[src/core/fesel_cfg.svh]
// Offsets, field positions, reset values and patterns of the status block.
// Assumes inclusion by bare name from the core files only.
`ifndef FESEL_CFG_SVH
`define FESEL_CFG_SVH

`define FESEL_ADDR_W 4
`define FESEL_DATA_W 16
`define FESEL_CMD_BITS 8
`define FESEL_CRC_BITS 8
`define FESEL_CRC_POLY 8'h07
`define FESEL_CMD_RD_BIT 6

`define FESEL_OFF_TOP_STATUS 4'h0
`define FESEL_OFF_CTRL 4'h1
`define FESEL_OFF_ERR_MASK 4'h6

`define FESEL_REV_MSB 15
`define FESEL_REV_LSB 8
`define FESEL_FLAG_MSB 5
`define FESEL_FLAG_LSB 2
`define FESEL_OVERALL_BIT 0
`define FESEL_CRC_FIELD_MSB 14
`define FESEL_CRC_FIELD_LSB 13
`define FESEL_CRC_ON_PATTERN 2'h2
`define FESEL_CUR_OFF_BIT 9

`define FESEL_CTRL_RESET 16'h0000
`define FESEL_MASK_RESET 4'h0
`define FESEL_FLAGS_RESET 4'h0

// Index of each flag within the four-bit flag vector
`define FESEL_IDX_CHAN 3
`define FESEL_IDX_CRC 2
`define FESEL_IDX_TSD 1
`define FESEL_IDX_THI 0

`endif

[src/core/fesel_pkg.sv]
// Types shared by the status block and its serial port.
// Assumes nothing of its surroundings.
package fesel_pkg;
    typedef enum logic [1:0] {PH_CMD, PH_DATA, PH_CRC, PH_DONE} fesel_phase_t;
    typedef logic [3:0] fesel_flags_t;
endpackage

[src/core/fesel_top.sv]
// Front-end status and error logic: latched error flags, overall error, ERR pin.
// Assumes condition inputs synchronous to REF_CLK_I; host on the serial port.
`timescale 1ns/100ps
`include "fesel_cfg.svh"

module fesel_top #(
    parameter logic [7:0] REV_ID = 8'h5A // Arbitrary value
) (
    // Clock and reset
    input wire logic REF_CLK_I,
    input wire logic RST_I,
    // Serial port
    input wire logic CS_N_I,
    input wire logic SCLK_I,
    input wire logic MOSI_I,
    output logic MISO_O,
    output logic MISO_OE_O,
    // Error conditions and converter checksum enable
    input wire logic CHAN_ERR_I,
    input wire logic TEMP_SD_I,
    input wire logic TEMP_HI_I,
    input wire logic CONV_CRC_EN_I,
    // Open-drain active-low error pin
    output logic ERR_N_O,
    output logic ERR_N_OE_O,
    // Thermal shutdown and power controls
    output logic FORCE_VMODE_O,
    output logic CUR_SRC_OFF_O,
    output logic FIELD_SUPPLY_OFF_O,
    output logic AMP_PWRDN_O
);
    import fesel_pkg::*;

    logic [`FESEL_ADDR_W-1:0] addr;
    logic rd_stb, wr_stb, crc_err, crc_on;
    logic [`FESEL_DATA_W-1:0] wr_data, rd_data, status;
    fesel_flags_t flags_q, flags_d, mask_q, mask_d, events, cond;
    logic [1:0] crc_field_q, crc_field_d;
    logic cur_off_q, cur_off_d;
    logic overall_q, overall_d, tsd_q, tsd_d, rtd_off_q, rtd_off_d;
    logic clr;

    assign crc_on = (crc_field_q == `FESEL_CRC_ON_PATTERN) && CONV_CRC_EN_I;

    // Port is never gated by the shutdown state
    fesel_spi u_spi (
        .clk_i(REF_CLK_I),
        .rst_i(RST_I),
        .cs_n_i(CS_N_I),
        .sclk_i(SCLK_I),
        .mosi_i(MOSI_I),
        .miso_o(MISO_O),
        .miso_oe_o(MISO_OE_O),
        .crc_on_i(crc_on),
        .rd_data_i(rd_data),
        .addr_o(addr),
        .rd_stb_o(rd_stb),
        .wr_stb_o(wr_stb),
        .wr_data_o(wr_data),
        .crc_err_o(crc_err)
    );

    assign events = {CHAN_ERR_I, crc_err, TEMP_SD_I, TEMP_HI_I};
    // Checksum failure has no lasting condition, so its latched flag stands in
    assign cond = {CHAN_ERR_I, flags_q[`FESEL_IDX_CRC], TEMP_SD_I, TEMP_HI_I};
    assign clr = rd_stb && (addr == `FESEL_OFF_TOP_STATUS);

    always_comb begin
        status = 16'h0000;
        status[`FESEL_REV_MSB:`FESEL_REV_LSB] = REV_ID;
        status[`FESEL_FLAG_MSB:`FESEL_FLAG_LSB] = flags_q;
        status[`FESEL_OVERALL_BIT] = overall_q;
        rd_data = 16'h0000;
        case (addr)
            `FESEL_OFF_TOP_STATUS: rd_data = status;
            `FESEL_OFF_CTRL: begin
                rd_data[`FESEL_CRC_FIELD_MSB:`FESEL_CRC_FIELD_LSB] = crc_field_q;
                rd_data[`FESEL_CUR_OFF_BIT] = cur_off_q;
            end
            `FESEL_OFF_ERR_MASK: rd_data[`FESEL_FLAG_MSB:`FESEL_FLAG_LSB] = mask_q;
            default: rd_data = 16'h0000;
        endcase
    end

    always_comb begin
        mask_d = mask_q;
        crc_field_d = crc_field_q;
        cur_off_d = cur_off_q;
        if (wr_stb && addr == `FESEL_OFF_ERR_MASK) begin
            mask_d = wr_data[`FESEL_FLAG_MSB:`FESEL_FLAG_LSB];
        end
        if (wr_stb && addr == `FESEL_OFF_CTRL) begin
            crc_field_d = wr_data[`FESEL_CRC_FIELD_MSB:`FESEL_CRC_FIELD_LSB];
            cur_off_d = wr_data[`FESEL_CUR_OFF_BIT];
        end
        // Set wins over the clearing read
        flags_d = (clr ? `FESEL_FLAGS_RESET : flags_q) | events;
        overall_d = |(cond & ~mask_q);
        tsd_d = flags_d[`FESEL_IDX_TSD];
        rtd_off_d = cur_off_d | flags_d[`FESEL_IDX_TSD];
    end

    always_ff @(posedge REF_CLK_I) begin
        if (RST_I) begin
            mask_q <= `FESEL_MASK_RESET;
            crc_field_q <= 2'h0;
            cur_off_q <= 1'b0;
            flags_q <= `FESEL_FLAGS_RESET;
            overall_q <= 1'b0;
            tsd_q <= 1'b0;
            rtd_off_q <= 1'b0;
        end else begin
            mask_q <= mask_d;
            crc_field_q <= crc_field_d;
            cur_off_q <= cur_off_d;
            flags_q <= flags_d;
            overall_q <= overall_d;
            tsd_q <= tsd_d;
            rtd_off_q <= rtd_off_d;
        end
    end

    // Pin level is always low; only the enable moves
    assign ERR_N_O = 1'b0;
    assign ERR_N_OE_O = overall_q;
    assign FORCE_VMODE_O = tsd_q;
    assign CUR_SRC_OFF_O = rtd_off_q;
    assign FIELD_SUPPLY_OFF_O = tsd_q;
    assign AMP_PWRDN_O = tsd_q;

    property p_flag_latch;
        @(posedge REF_CLK_I) disable iff (RST_I)
        TEMP_HI_I ##1 (!TEMP_HI_I && !clr) |-> status[2];
    endproperty
    a_flag_latch: assert property (p_flag_latch) else $error("overtemp flag lost");

    property p_overall;
        @(posedge REF_CLK_I) disable iff (RST_I)
        1'b1 |=> overall_q == $past(|(cond & ~mask_q));
    endproperty
    a_overall: assert property (p_overall) else $error("overall bit wrong");

    property p_read_keeps;
        @(posedge REF_CLK_I) disable iff (RST_I)
        clr && TEMP_SD_I && !mask_q[`FESEL_IDX_TSD] |=> overall_q;
    endproperty
    a_read_keeps: assert property (p_read_keeps) else $error("read cleared overall");

    property p_mask_all;
        @(posedge REF_CLK_I) disable iff (RST_I)
        mask_q == 4'hF |=> !overall_q;
    endproperty
    a_mask_all: assert property (p_mask_all) else $error("masked error drives overall");

    property p_chan_clear;
        @(posedge REF_CLK_I) disable iff (RST_I)
        clr && !CHAN_ERR_I |=> !status[5];
    endproperty
    a_chan_clear: assert property (p_chan_clear) else $error("channel flag not cleared");

    property p_crc_flag;
        @(posedge REF_CLK_I) disable iff (RST_I)
        crc_err |=> status[4] && !$past(wr_stb);
    endproperty
    a_crc_flag: assert property (p_crc_flag) else $error("checksum flag missing");

    property p_tsd_actions;
        @(posedge REF_CLK_I) disable iff (RST_I)
        TEMP_SD_I |=> FORCE_VMODE_O && CUR_SRC_OFF_O && FIELD_SUPPLY_OFF_O && AMP_PWRDN_O;
    endproperty
    a_tsd_actions: assert property (p_tsd_actions) else $error("shutdown action missing");

    property p_err_pin;
        @(posedge REF_CLK_I) disable iff (RST_I)
        (|(cond & ~mask_q)) |=> ERR_N_OE_O && !ERR_N_O;
    endproperty
    a_err_pin: assert property (p_err_pin) else $error("error pin not driven");

    property p_set_wins;
        @(posedge REF_CLK_I) disable iff (RST_I)
        clr |=> (flags_q & $past(events)) == $past(events);
    endproperty
    a_set_wins: assert property (p_set_wins) else $error("event lost on read");

    c_clear_read: cover property (@(posedge REF_CLK_I) disable iff (RST_I) clr && |flags_q);
    c_crc_fail: cover property (@(posedge REF_CLK_I) disable iff (RST_I) crc_err);
    c_shutdown: cover property (@(posedge REF_CLK_I) disable iff (RST_I) tsd_q && wr_stb);
endmodule

[src/core/fesel_spi.sv]
// Four-wire serial register port: command byte, 16 data bits, optional CRC byte.
// Assumes pins synchronous to the clock and SCLK well below half its rate.
`timescale 1ns/100ps
`include "fesel_cfg.svh"

module fesel_spi (
    // Clock and reset
    input wire logic clk_i,
    input wire logic rst_i,
    // Serial pins, clock idles high
    input wire logic cs_n_i,
    input wire logic sclk_i,
    input wire logic mosi_i,
    output logic miso_o,
    output logic miso_oe_o,
    // Register side
    input wire logic crc_on_i,
    input wire logic [`FESEL_DATA_W-1:0] rd_data_i,
    output logic [`FESEL_ADDR_W-1:0] addr_o,
    output logic rd_stb_o,
    output logic wr_stb_o,
    output logic [`FESEL_DATA_W-1:0] wr_data_o,
    output logic crc_err_o
);
    import fesel_pkg::*;

    fesel_phase_t phase_q, phase_d;
    logic [4:0] cnt_q, cnt_d;
    logic [`FESEL_DATA_W-1:0] sh_q, sh_d, tx_q, tx_d, wdat_q, wdat_d;
    logic [`FESEL_CMD_BITS-1:0] cmd_q, cmd_d;
    logic [`FESEL_CRC_BITS-1:0] crc_q, crc_d;
    logic sclk_q, miso_q, miso_d, oe_q, oe_d;
    logic rd_q, rd_d, wr_q, wr_d, cerr_q, cerr_d;
    logic rise, fall, is_rd;

    assign rise = sclk_i & ~sclk_q;
    assign fall = ~sclk_i & sclk_q;
    assign is_rd = cmd_q[`FESEL_CMD_RD_BIT];

    always_comb begin
        phase_d = phase_q;
        cnt_d = cnt_q;
        sh_d = sh_q;
        tx_d = tx_q;
        wdat_d = wdat_q;
        cmd_d = cmd_q;
        crc_d = crc_q;
        miso_d = miso_q;
        oe_d = oe_q;
        rd_d = 1'b0;
        wr_d = 1'b0;
        cerr_d = 1'b0;
        if (rd_q) begin
            tx_d = rd_data_i;
        end
        if (cs_n_i) begin
            phase_d = PH_CMD;
            cnt_d = 5'h00;
            crc_d = 8'h00;
            oe_d = 1'b0;
        end else if (rise) begin
            sh_d = {sh_q[`FESEL_DATA_W-2:0], mosi_i};
            crc_d = {crc_q[6:0], 1'b0} ^ ((crc_q[7] ^ mosi_i) ? `FESEL_CRC_POLY : 8'h00);
            cnt_d = cnt_q + 5'h01;
            case (phase_q)
                PH_CMD: begin
                    if (cnt_q == 5'h07) begin
                        cmd_d = {sh_q[6:0], mosi_i};
                        phase_d = PH_DATA;
                        cnt_d = 5'h00;
                        // Command bit 7 sits in sh_q[6] here; it must be zero
                        rd_d = sh_q[`FESEL_CMD_RD_BIT - 1] & ~sh_q[`FESEL_CMD_RD_BIT];
                        oe_d = sh_q[`FESEL_CMD_RD_BIT - 1];
                    end
                end
                PH_DATA: begin
                    if (cnt_q == 5'h0F) begin
                        cnt_d = 5'h00;
                        wdat_d = {sh_q[`FESEL_DATA_W-2:0], mosi_i};
                        phase_d = PH_DONE;
                        oe_d = 1'b0;
                        if (!is_rd && crc_on_i) begin
                            phase_d = PH_CRC;
                        end else if (!is_rd) begin
                            wr_d = 1'b1;
                        end
                    end
                end
                PH_CRC: begin
                    if (cnt_q == 5'h07) begin
                        phase_d = PH_DONE;
                        wr_d = (crc_d == 8'h00);
                        cerr_d = (crc_d != 8'h00);
                    end
                end
                default: begin
                    cnt_d = cnt_q;
                end
            endcase
        end else if (fall && phase_q == PH_DATA && is_rd) begin
            miso_d = tx_q[`FESEL_DATA_W-1];
            tx_d = {tx_q[`FESEL_DATA_W-2:0], 1'b0};
        end
    end

    // Read bit is bit 6 of the command; bit 7 must be zero for a read
    always_ff @(posedge clk_i) begin
        if (rst_i) begin
            phase_q <= PH_CMD;
            cnt_q <= 5'h00;
            sh_q <= 16'h0000;
            tx_q <= 16'h0000;
            wdat_q <= 16'h0000;
            cmd_q <= 8'h00;
            crc_q <= 8'h00;
            sclk_q <= 1'b1;
            miso_q <= 1'b0;
            oe_q <= 1'b0;
            rd_q <= 1'b0;
            wr_q <= 1'b0;
            cerr_q <= 1'b0;
        end else begin
            phase_q <= phase_d;
            cnt_q <= cnt_d;
            sh_q <= sh_d;
            tx_q <= tx_d;
            wdat_q <= wdat_d;
            cmd_q <= cmd_d;
            crc_q <= crc_d;
            sclk_q <= sclk_i;
            miso_q <= miso_d;
            oe_q <= oe_d;
            rd_q <= rd_d;
            wr_q <= wr_d;
            cerr_q <= cerr_d;
        end
    end

    assign miso_o = miso_q;
    assign miso_oe_o = oe_q;
    assign addr_o = cmd_q[`FESEL_ADDR_W-1:0];
    assign rd_stb_o = rd_q;
    assign wr_stb_o = wr_q;
    assign wr_data_o = wdat_q;
    assign crc_err_o = cerr_q;
endmodule

[config.mk]
export PLATFORM = sky130hd
export DESIGN_NAME = fesel_top
export DESIGN_NICKNAME = d
export VERILOG_FILES = /design/src/core/fesel_pkg.sv /design/src/core/fesel_top.sv /design/src/core/fesel_spi.sv
export VERILOG_INCLUDE_DIRS = /design/src /design/src/core
export SDC_FILE = /design/constraint.sdc
export NUM_CORES = 1
export LEC_CHECK = 0
export BUFFER_PORTS_ARGS = -buffer_cell sky130_fd_sc_hd__buf_2
export CORE_MARGIN = 2
export CORE_UTILIZATION = 55
export DETAILED_ROUTE_END_ITERATION = 8
export PLACE_DENSITY = 0.73
export SLEW_MARGIN = 5
export SYNTH_ARGS = -nofsm -noshare
export SYNTH_HDL_FRONTEND = slang
export SYNTH_SLANG_ARGS = --single-unit
[constraint.sdc]
create_clock -name REF_CLK_I -period 2.2 [get_ports REF_CLK_I]
set_clock_uncertainty 0.15 [all_clocks]
set_input_delay 0.11 -clock REF_CLK_I [delete_from_list [all_inputs] [get_ports REF_CLK_I]]
set_output_delay 0.11 -clock REF_CLK_I [all_outputs]
set_load 0.01 [all_outputs]
==> flow_metrics.env, run 1 <==
export IMPL_min_period_over_period=0.928
export IMPL_wl_um=6280
export IMPL_clock_latency_ps=350
export IMPL_min_path_type="in2reg"
export IMPL_period_needed_ps=2040
export IMPL_p_comb_frac=0.035
export IMPL_vias=2529
export IMPL_cts_buffer_depth=2
export IMPL_synthFlopType="dfxtp_1"
export IMPL_arrival_ps=2160
export IMPL_ys_types=44
export IMPL_drv_cap=0
export IMPL_slew_viol_final=0
export IMPL_status="finished, final reports clean"
export IMPL_setup_viol=0
export IMPL_postSynth_asyncResetShare=0
export IMPL_cts_setup_buffers=0
export IMPL_drtIter0Drc=132
export IMPL_ir_drop_uv=491
export IMPL_drt_first_pass_iters=4
export IMPL_p_sw_w=0.000602
export IMPL_ys_ff_latch=76
export IMPL_max_stage_delay_ps=490
export IMPL_synth_area_per_cell_um2=8.66
export IMPL_cts_htree_levels=3
export IMPL_fmax_mhz=490
export IMPL_yosys_warnings=0
export IMPL_n_antenna_cell=0
export IMPL_synth_compound_area_share=0.144
export IMPL_syn_nets=387
export IMPL_grt_pass1_vias=2238
export IMPL_p_total_w=0.00258
export IMPL_final_nets=401
export IMPL_viasPerCell=5.49
export IMPL_rsz0062_at_grt="no"
export IMPL_synth_cell_area_um2=3200
export IMPL_cts_sink_count=76
export IMPL_crit_path_cell_trace="ha_2 > and4bb_1 > mux2i_1 > or4b_1 > a21oi_1"
export IMPL_area_growth_pct=11.6
export IMPL_numCtsBuffers=9
export IMPL_synth_edff_count=0
export IMPL_p_leak_nw=1.31
export IMPL_synth_fa_ha_area_frac=0.0313
export IMPL_start_util=0.575
export IMPL_final_layout_size_suffix_gt1_frac=0.134
export IMPL_cp_end_kind="flop"
export IMPL_dp_hpwl_um=4230
export IMPL_ant_nets=0
export IMPL_root_buffer="clkbuf_8"
export IMPL_ioPinCount=17
export IMPL_cts_tree="yes"
export IMPL_rows=27
export IMPL_max_slew_margin_rel=0.613
export IMPL_die_area_um2=6450
export IMPL_die_h_um=80.3
export IMPL_crit_fanout=8
export IMPL_gp_congestion=0.781
export IMPL_power_density_nw_per_um2=723
export IMPL_yosys_area_share_simple=0.237
export IMPL_wire_per_inst_um=13.6
export IMPL_p_int_w=0.00198
export IMPL_hold_violations=0
export IMPL_swShare=0.233
export IMPL_port_buffer_count=15
export IMPL_syn_inst=370
export IMPL_clk_pin_slew_ps=80
export IMPL_synth_xor_area_frac=0.00547
export IMPL_setup_tns_ps=0
export IMPL_die_w_um=80.3
export IMPL_yosysSeqAreaShare=0.475
export IMPL_grt_pass1_wl_um=10500
export IMPL_path_class="reg2reg"
export IMPL_start_kind="flop"
export IMPL_synthMuxAreaShare=0.0563
export IMPL_core_um2=5570
export IMPL_critical_path_required_ps=2320
export IMPL_grt_antenna_before_repair=0
export IMPL_synth_top_family_by_area="simple AND/OR/NAND/NOR gates"
export IMPL_sequentialPowerShare=0.538
export IMPL_cp_num_buf_inv=0
export IMPL_grt_start_max_net_pins=59
export IMPL_slowest_stage="or4b_1"
export IMPL_worstMarginPinSlew_ps=581
export IMPL_grt_overflow=0
export IMPL_critPathTopFamily="simple AND/OR/NAND/NOR gates"
export IMPL_drc=0
export IMPL_p_clk_frac=0.427
export IMPL_gr_usage_all_layers=0.211
==> worst min-delay path: cells and delay by family <==
kind	cells	cell delay [ps]
simple gates	3	320
buf+inv	1	130
==> layout by cell type, fill, tap and decap left out, types with 3 or more instances in the layout <==
cell           synthesis  final
nand2_1               67     67
nand3_1               11     11
nand2b_1               4      3
nor2_1                36     36
a221oi_1               6      6
mux2i_1               18     18
o21ai_0                3      3
a21oi_1               46     46
inv_1                 14     14
nor4_1                 3      3
buf_2                  6     15
ha_1                   8      7
a211oi_1              12     12
and4bb_1               3      3
dfxtp_1               76     76
buf_4                  4      6
clkbuf_8               0     10
nor3_1                 6      6
nor2b_1                3      3
dlygate4sd3_1          0      5
==> power groups by stage <==
stage	Sequential [W]	Combinational (W)	Clock (W)
final	0.00139	0.0000902	0.00110
after global routing	0.00139	0.0000998	0.00118
after CTS	0.00139	0.0000898	0.00112
after detailed placement	0.00142	0.0000830	0
after global placement	0.00142	0.0000826	0
after floorplan	0.00142	0.0000570	0
==> layout make-up <==
class | count | area, µm²
Fill cell | 468 | 2000
Multi-Input combinational cell | 257 | 1530
Sequential cell | 76 | 1520
Timing Repair Buffer | 26 | 170
Clock buffer | 10 | 138
Tap cell | 72 | 90.1
Clock inverter | 6 | 71.3
Inverter | 14 | 52.6
==> metrics by stage <==
step / utilization / cell area, µm² / hold WS (ps) / setup slack (ps) / cells
after global placement: 0.593 / 3300 / 191 / 180 / 440
after CTS: 0.639 / 3560 / 104 / 62.1 / 461
after detailed placement: 0.593 / 3300 / 208 / 103 / 440
after global routing: 0.642 / 3580 / 119 / 10.6 / 461
final: 0.642 / 3580 / 116 / 158 / 461
after floorplan: - / 3200 / 66.6 / 234 / 370
==> flip-flops by register name, indices dropped and copies added (netlist names), 2 cells and up <==
signal,count
crc_field_q,2
flags_q,4
mask_q,4
u_spi.cmd_q,5
u_spi.cnt_q,5
u_spi.crc_q,8
u_spi.phase_q,2
u_spi.sh_q,14
u_spi.tx_q,16
u_spi.wr_data_o,7
==> metal layers <==
layer,global-route usage,part of all wire,vias to the layer above
met5,0,0,-
met4,0.112,0.018,0
met3,0.0404,0.043,8
met2,0.311,0.44,56
met1,0.291,0.50,1169
li1,-,-,1296
==> timing repair <==
action                                 CTS  global route
resized for setup                        0             5
hold buffers                             5             0
setup endpoints to repair                0             3
endpoints found under the hold margin    8             0
==> logic make-up (layout without fill, tap and decap cells) <==
logic type,Yosys count,after routing
other,1,1
AND/OR/NAND/NOR,153,153
XOR/XNOR,2,2
flip-flops,76,76
buffers and inverters,37,56
multiplexers,18,18
AO/OA/AOI/OAI,75,75
adder cells (fa/ha/maj),8,8
==> cell usage after synthesis (2+ instances only) <==
master / number / share of area
and2_1: 2 / 0.0039
clkbuf_1: 13 / 0.015
xnor2_1: 2 / 0.0055
nor3_1: 6 / 0.0094
inv_1: 14 / 0.016
nor4_1: 3 / 0.0059
nand3_1: 11 / 0.017
or2_2: 2 / 0.0039
o21ai_0: 3 / 0.0047
nand2_1: 67 / 0.079
nor2b_1: 3 / 0.0059
a21oi_1: 46 / 0.072
a22oi_1: 2 / 0.0047
mux2i_1: 18 / 0.056
and4bb_1: 3 / 0.012
nor2_1: 36 / 0.042
nand3b_1: 2 / 0.0047
a211oi_1: 12 / 0.028
dfxtp_1: 76 / 0.48
nand2b_1: 4 / 0.0078
ha_1: 8 / 0.031
or3b_1: 2 / 0.0055
a221oi_1: 6 / 0.016
buf_2: 6 / 0.0094
buf_4: 4 / 0.0094
==> final timing paths <==
check	from	end	slack, ps	depth (start not counted)
max reg2reg	u_spi.cnt_q[0]	u_spi.miso_oe_o	160	5
min reg2reg	u_spi.crc_err_o	flags_q[2]	290	2
min	CS_N_I	u_spi.rd_stb_o	120	4
max	u_spi.cnt_q[0]	u_spi.miso_oe_o	160	5
No activity file was read; power rests on OpenSTA's default activity.
==> run 2: changes to the inputs <==
Settings changed: ABC_AREA set to 1.
==> run 2 against run 1 <==
Net effect: highest routed layer unchanged; synthesized cell count increased by 16%; register-to-register slack improved by 50 ps; global-route usage increased by 0.70 points; largest cell class is now flip-flops and latches.
==> flow_metrics.env, run 2 <==
export IMPL_status="finished, final reports clean"
export IMPL_cts_tree="yes"
export IMPL_slew_viol_final=0
export IMPL_dp_slack_ps=399
export IMPL_crit_path_cell_trace="nor2_1 > nand2_1 > nor2_2 > nand2_2 > a21oi_1 > nor2_1 > dlygate4sd3_1"
export IMPL_yosys_top_cells_count="dfxtp_1, nand2_1, a21oi_1, nor2_1, inv_1"
export IMPL_ys_ff_latch=76
export IMPL_reg_top3="u_spi.tx_q x16, u_spi.sh_q x14, u_spi.crc_q x8"
export IMPL_critPathTopFamily="simple AND/OR/NAND/NOR gates"
export IMPL_wl_um=6390
export IMPL_ant_nets=0
export IMPL_drtIter0Drc=141
export IMPL_multi_input_area_um2=1430
export IMPL_hold_violations=0
export IMPL_cts_hold_fix_buffers=10
export IMPL_synthFlopType="dfxtp_1"
export IMPL_slowest_stage="dlygate4sd3_1"
export IMPL_yosysMostFrequentCell="dfxtp_1"
export IMPL_arrival_ps=2080
export IMPL_final_cell_mix="dfxtp_1, nand2_1, a21oi_1"
export IMPL_clk_pin_slew_ps=80
export IMPL_critPathMostFrequentCell="nor2_1"
export IMPL_grt_start_max_net_pins=20
export IMPL_postCtsResizedCells=0
export IMPL_cp_num_buf_inv=1
export IMPL_n_fill_cell=501
export IMPL_setup_viol=0
export IMPL_area_growth_pct=11.7
export IMPL_die_h_um=80.9
export IMPL_netlist_top_cells_area="dfxtp_1, a21oi_1, nand2_1"
export IMPL_p_leak_nw=1.54
export IMPL_cts_setup_buffers=0
export IMPL_min_period_over_period=0.907
export IMPL_syn_nets=445
export IMPL_max_stage_delay_ps=560
export IMPL_cts_sink_count=76
export IMPL_drv_cap=0
export IMPL_cp_end_kind="flop"
export IMPL_ir_drop_uv=391
export IMPL_wire_per_inst_um=12.1
export IMPL_regArea_um2=1520
export IMPL_root_buffer="clkbuf_8"
export IMPL_yosys_warnings=0
export IMPL_grt_pass1_wl_um=10900
export IMPL_synth_edff_count=0
export IMPL_gr_usage_all_layers=0.218
export IMPL_clock_latency_ps=350
export IMPL_dp_hpwl_um=4390
export IMPL_start_util=0.579
export IMPL_largest_reg_flops=16
export IMPL_drt_first_pass_iters=4
export IMPL_numCtsBuffers=9
export IMPL_grt_pass1_vias=2440
export IMPL_fin_ws_ps=205
export IMPL_largest_register="u_spi.tx_q"
export IMPL_min_path_type="in2reg"
export IMPL_final_nets=470
export IMPL_power_density_nw_per_um2=681
export IMPL_path_class="reg2reg"
export IMPL_postSynth_asyncResetShare=0
export IMPL_gp_congestion=0.836
export IMPL_yosysTopAreaCell="dfxtp_1"
export IMPL_grt_antenna_before_repair=0
export IMPL_start_kind="flop"
export IMPL_crit_fanout=7
export IMPL_ioPinCount=17
export IMPL_yosysSeqAreaShare=0.468
export IMPL_synth_top_area_frac=0.468
export IMPL_die_w_um=80.9
export IMPL_final_layout_size_suffix_gt1_frac=0.122
export IMPL_setup_tns_ps=0
export IMPL_core_um2=5610
export IMPL_synth_area_per_cell_um2=7.59
export IMPL_grt_overflow=0
export IMPL_cts_htree_levels=3
export IMPL_period_needed_ps=2000
export IMPL_rsz0062_at_grt="no"
export IMPL_synth_cell_area_um2=3250
export IMPL_n_antenna_cell=0
export IMPL_syn_inst=428
export IMPL_rows=27
export IMPL_drc=0
export IMPL_viasPerCell=5.12
export IMPL_ys_types=36
export IMPL_fmax_mhz=501
export IMPL_cts_buffer_depth=2
export IMPL_vias=2711
export IMPL_critical_path_required_ps=2290
export IMPL_final_common_cell="dfxtp_1"
export IMPL_port_buffer_count=15
export IMPL_die_area_um2=6540
[run 2: cell count changes after synthesis, sizes merged, moves of 4 or more]
cell,delta
a221oi,-7
nand3,+9
mux2i,-17
o21ai,+52
a21oi,+6
inv,+39
a211oi,-12
nor2,+16
nand2b,-4
clkbuf,-9
[run 2: area by class of cell]
class / instances / area share
timing repair buffer: 30 / 0.0586
inverter: 55 / 0.0572
clock inverter: 4 / 0.00689
sequential: 76 / 0.419
multi-input combinational: 281 / 0.394
clock buffer: 12 / 0.0400
tap: 72 / 0.0248
[run 2: metrics by stage]
stage / hold slack, ps / std cells / area (µm²) / total power (W) / util
global placement: 186 / 504 / 3360 / 0.00155 / 0.599
floorplan: 68.5 / 428 / 3250 / 0.00152 / -
global route: 36.7 / 530 / 3630 / 0.00257 / 0.647
detailed placement: 194 / 504 / 3360 / 0.00155 / 0.599
finish: 12.5 / 530 / 3630 / 0.00247 / 0.647
CTS: 12.6 / 530 / 3630 / 0.00249 / 0.647
[run 2: routing by layer]
metal,wire [µm],vias to the layer above,global-route usage
met2,2880,39,0.350
met4,142,0,0.100
li1,-,1431,-
met5,0,-,0
met3,163,14,0.0367
met1,3200,1227,0.287
[run 2: worst paths after layout]
path	startpoint	endpoint	slack, ps	depth (start not counted)
hold / removal	CS_N_I	u_spi.sh_q[2]	10	3
hold reg to reg	u_spi.sh_q[6]	u_spi.rd_stb_o	310	1
setup reg to reg	u_spi.cmd_q[2]	flags_q[1]	200	7
setup / recovery	u_spi.cmd_q[2]	flags_q[1]	200	7
[run 2: logic make-up after synthesis]
family | count (synthesis) | share of synthesized area
and+or+nand+nor | 154 | 0.209
AOI/OAI and AO/OA | 114 | 0.188
DFF | 76 | 0.468
buffers and inverters | 71 | 0.0920
adders and majority gates | 8 | 0.0308
xor gates and xnor gates | 3 | 0.00809
other | 1 | 0.00115
muxes | 1 | 0.00308
[run 2: power by group]
| group | total (W) | switching [W] | internal, W |
|---|---|---|---|
| combinational | 0.000130 | 0.0000781 | 0.0000520 |
| clock | 0.000935 | 0.000498 | 0.000437 |
| sequential | 0.00141 | 0.0000130 | 0.00139 |
[run 2: tightest hold or removal path, delay by kind of cell]
family	cells	cell delay [ps]
AND/OR/NAND/NOR	1	90
buffers and inverters	1	130
AO/OA/AOI/OAI	1	140
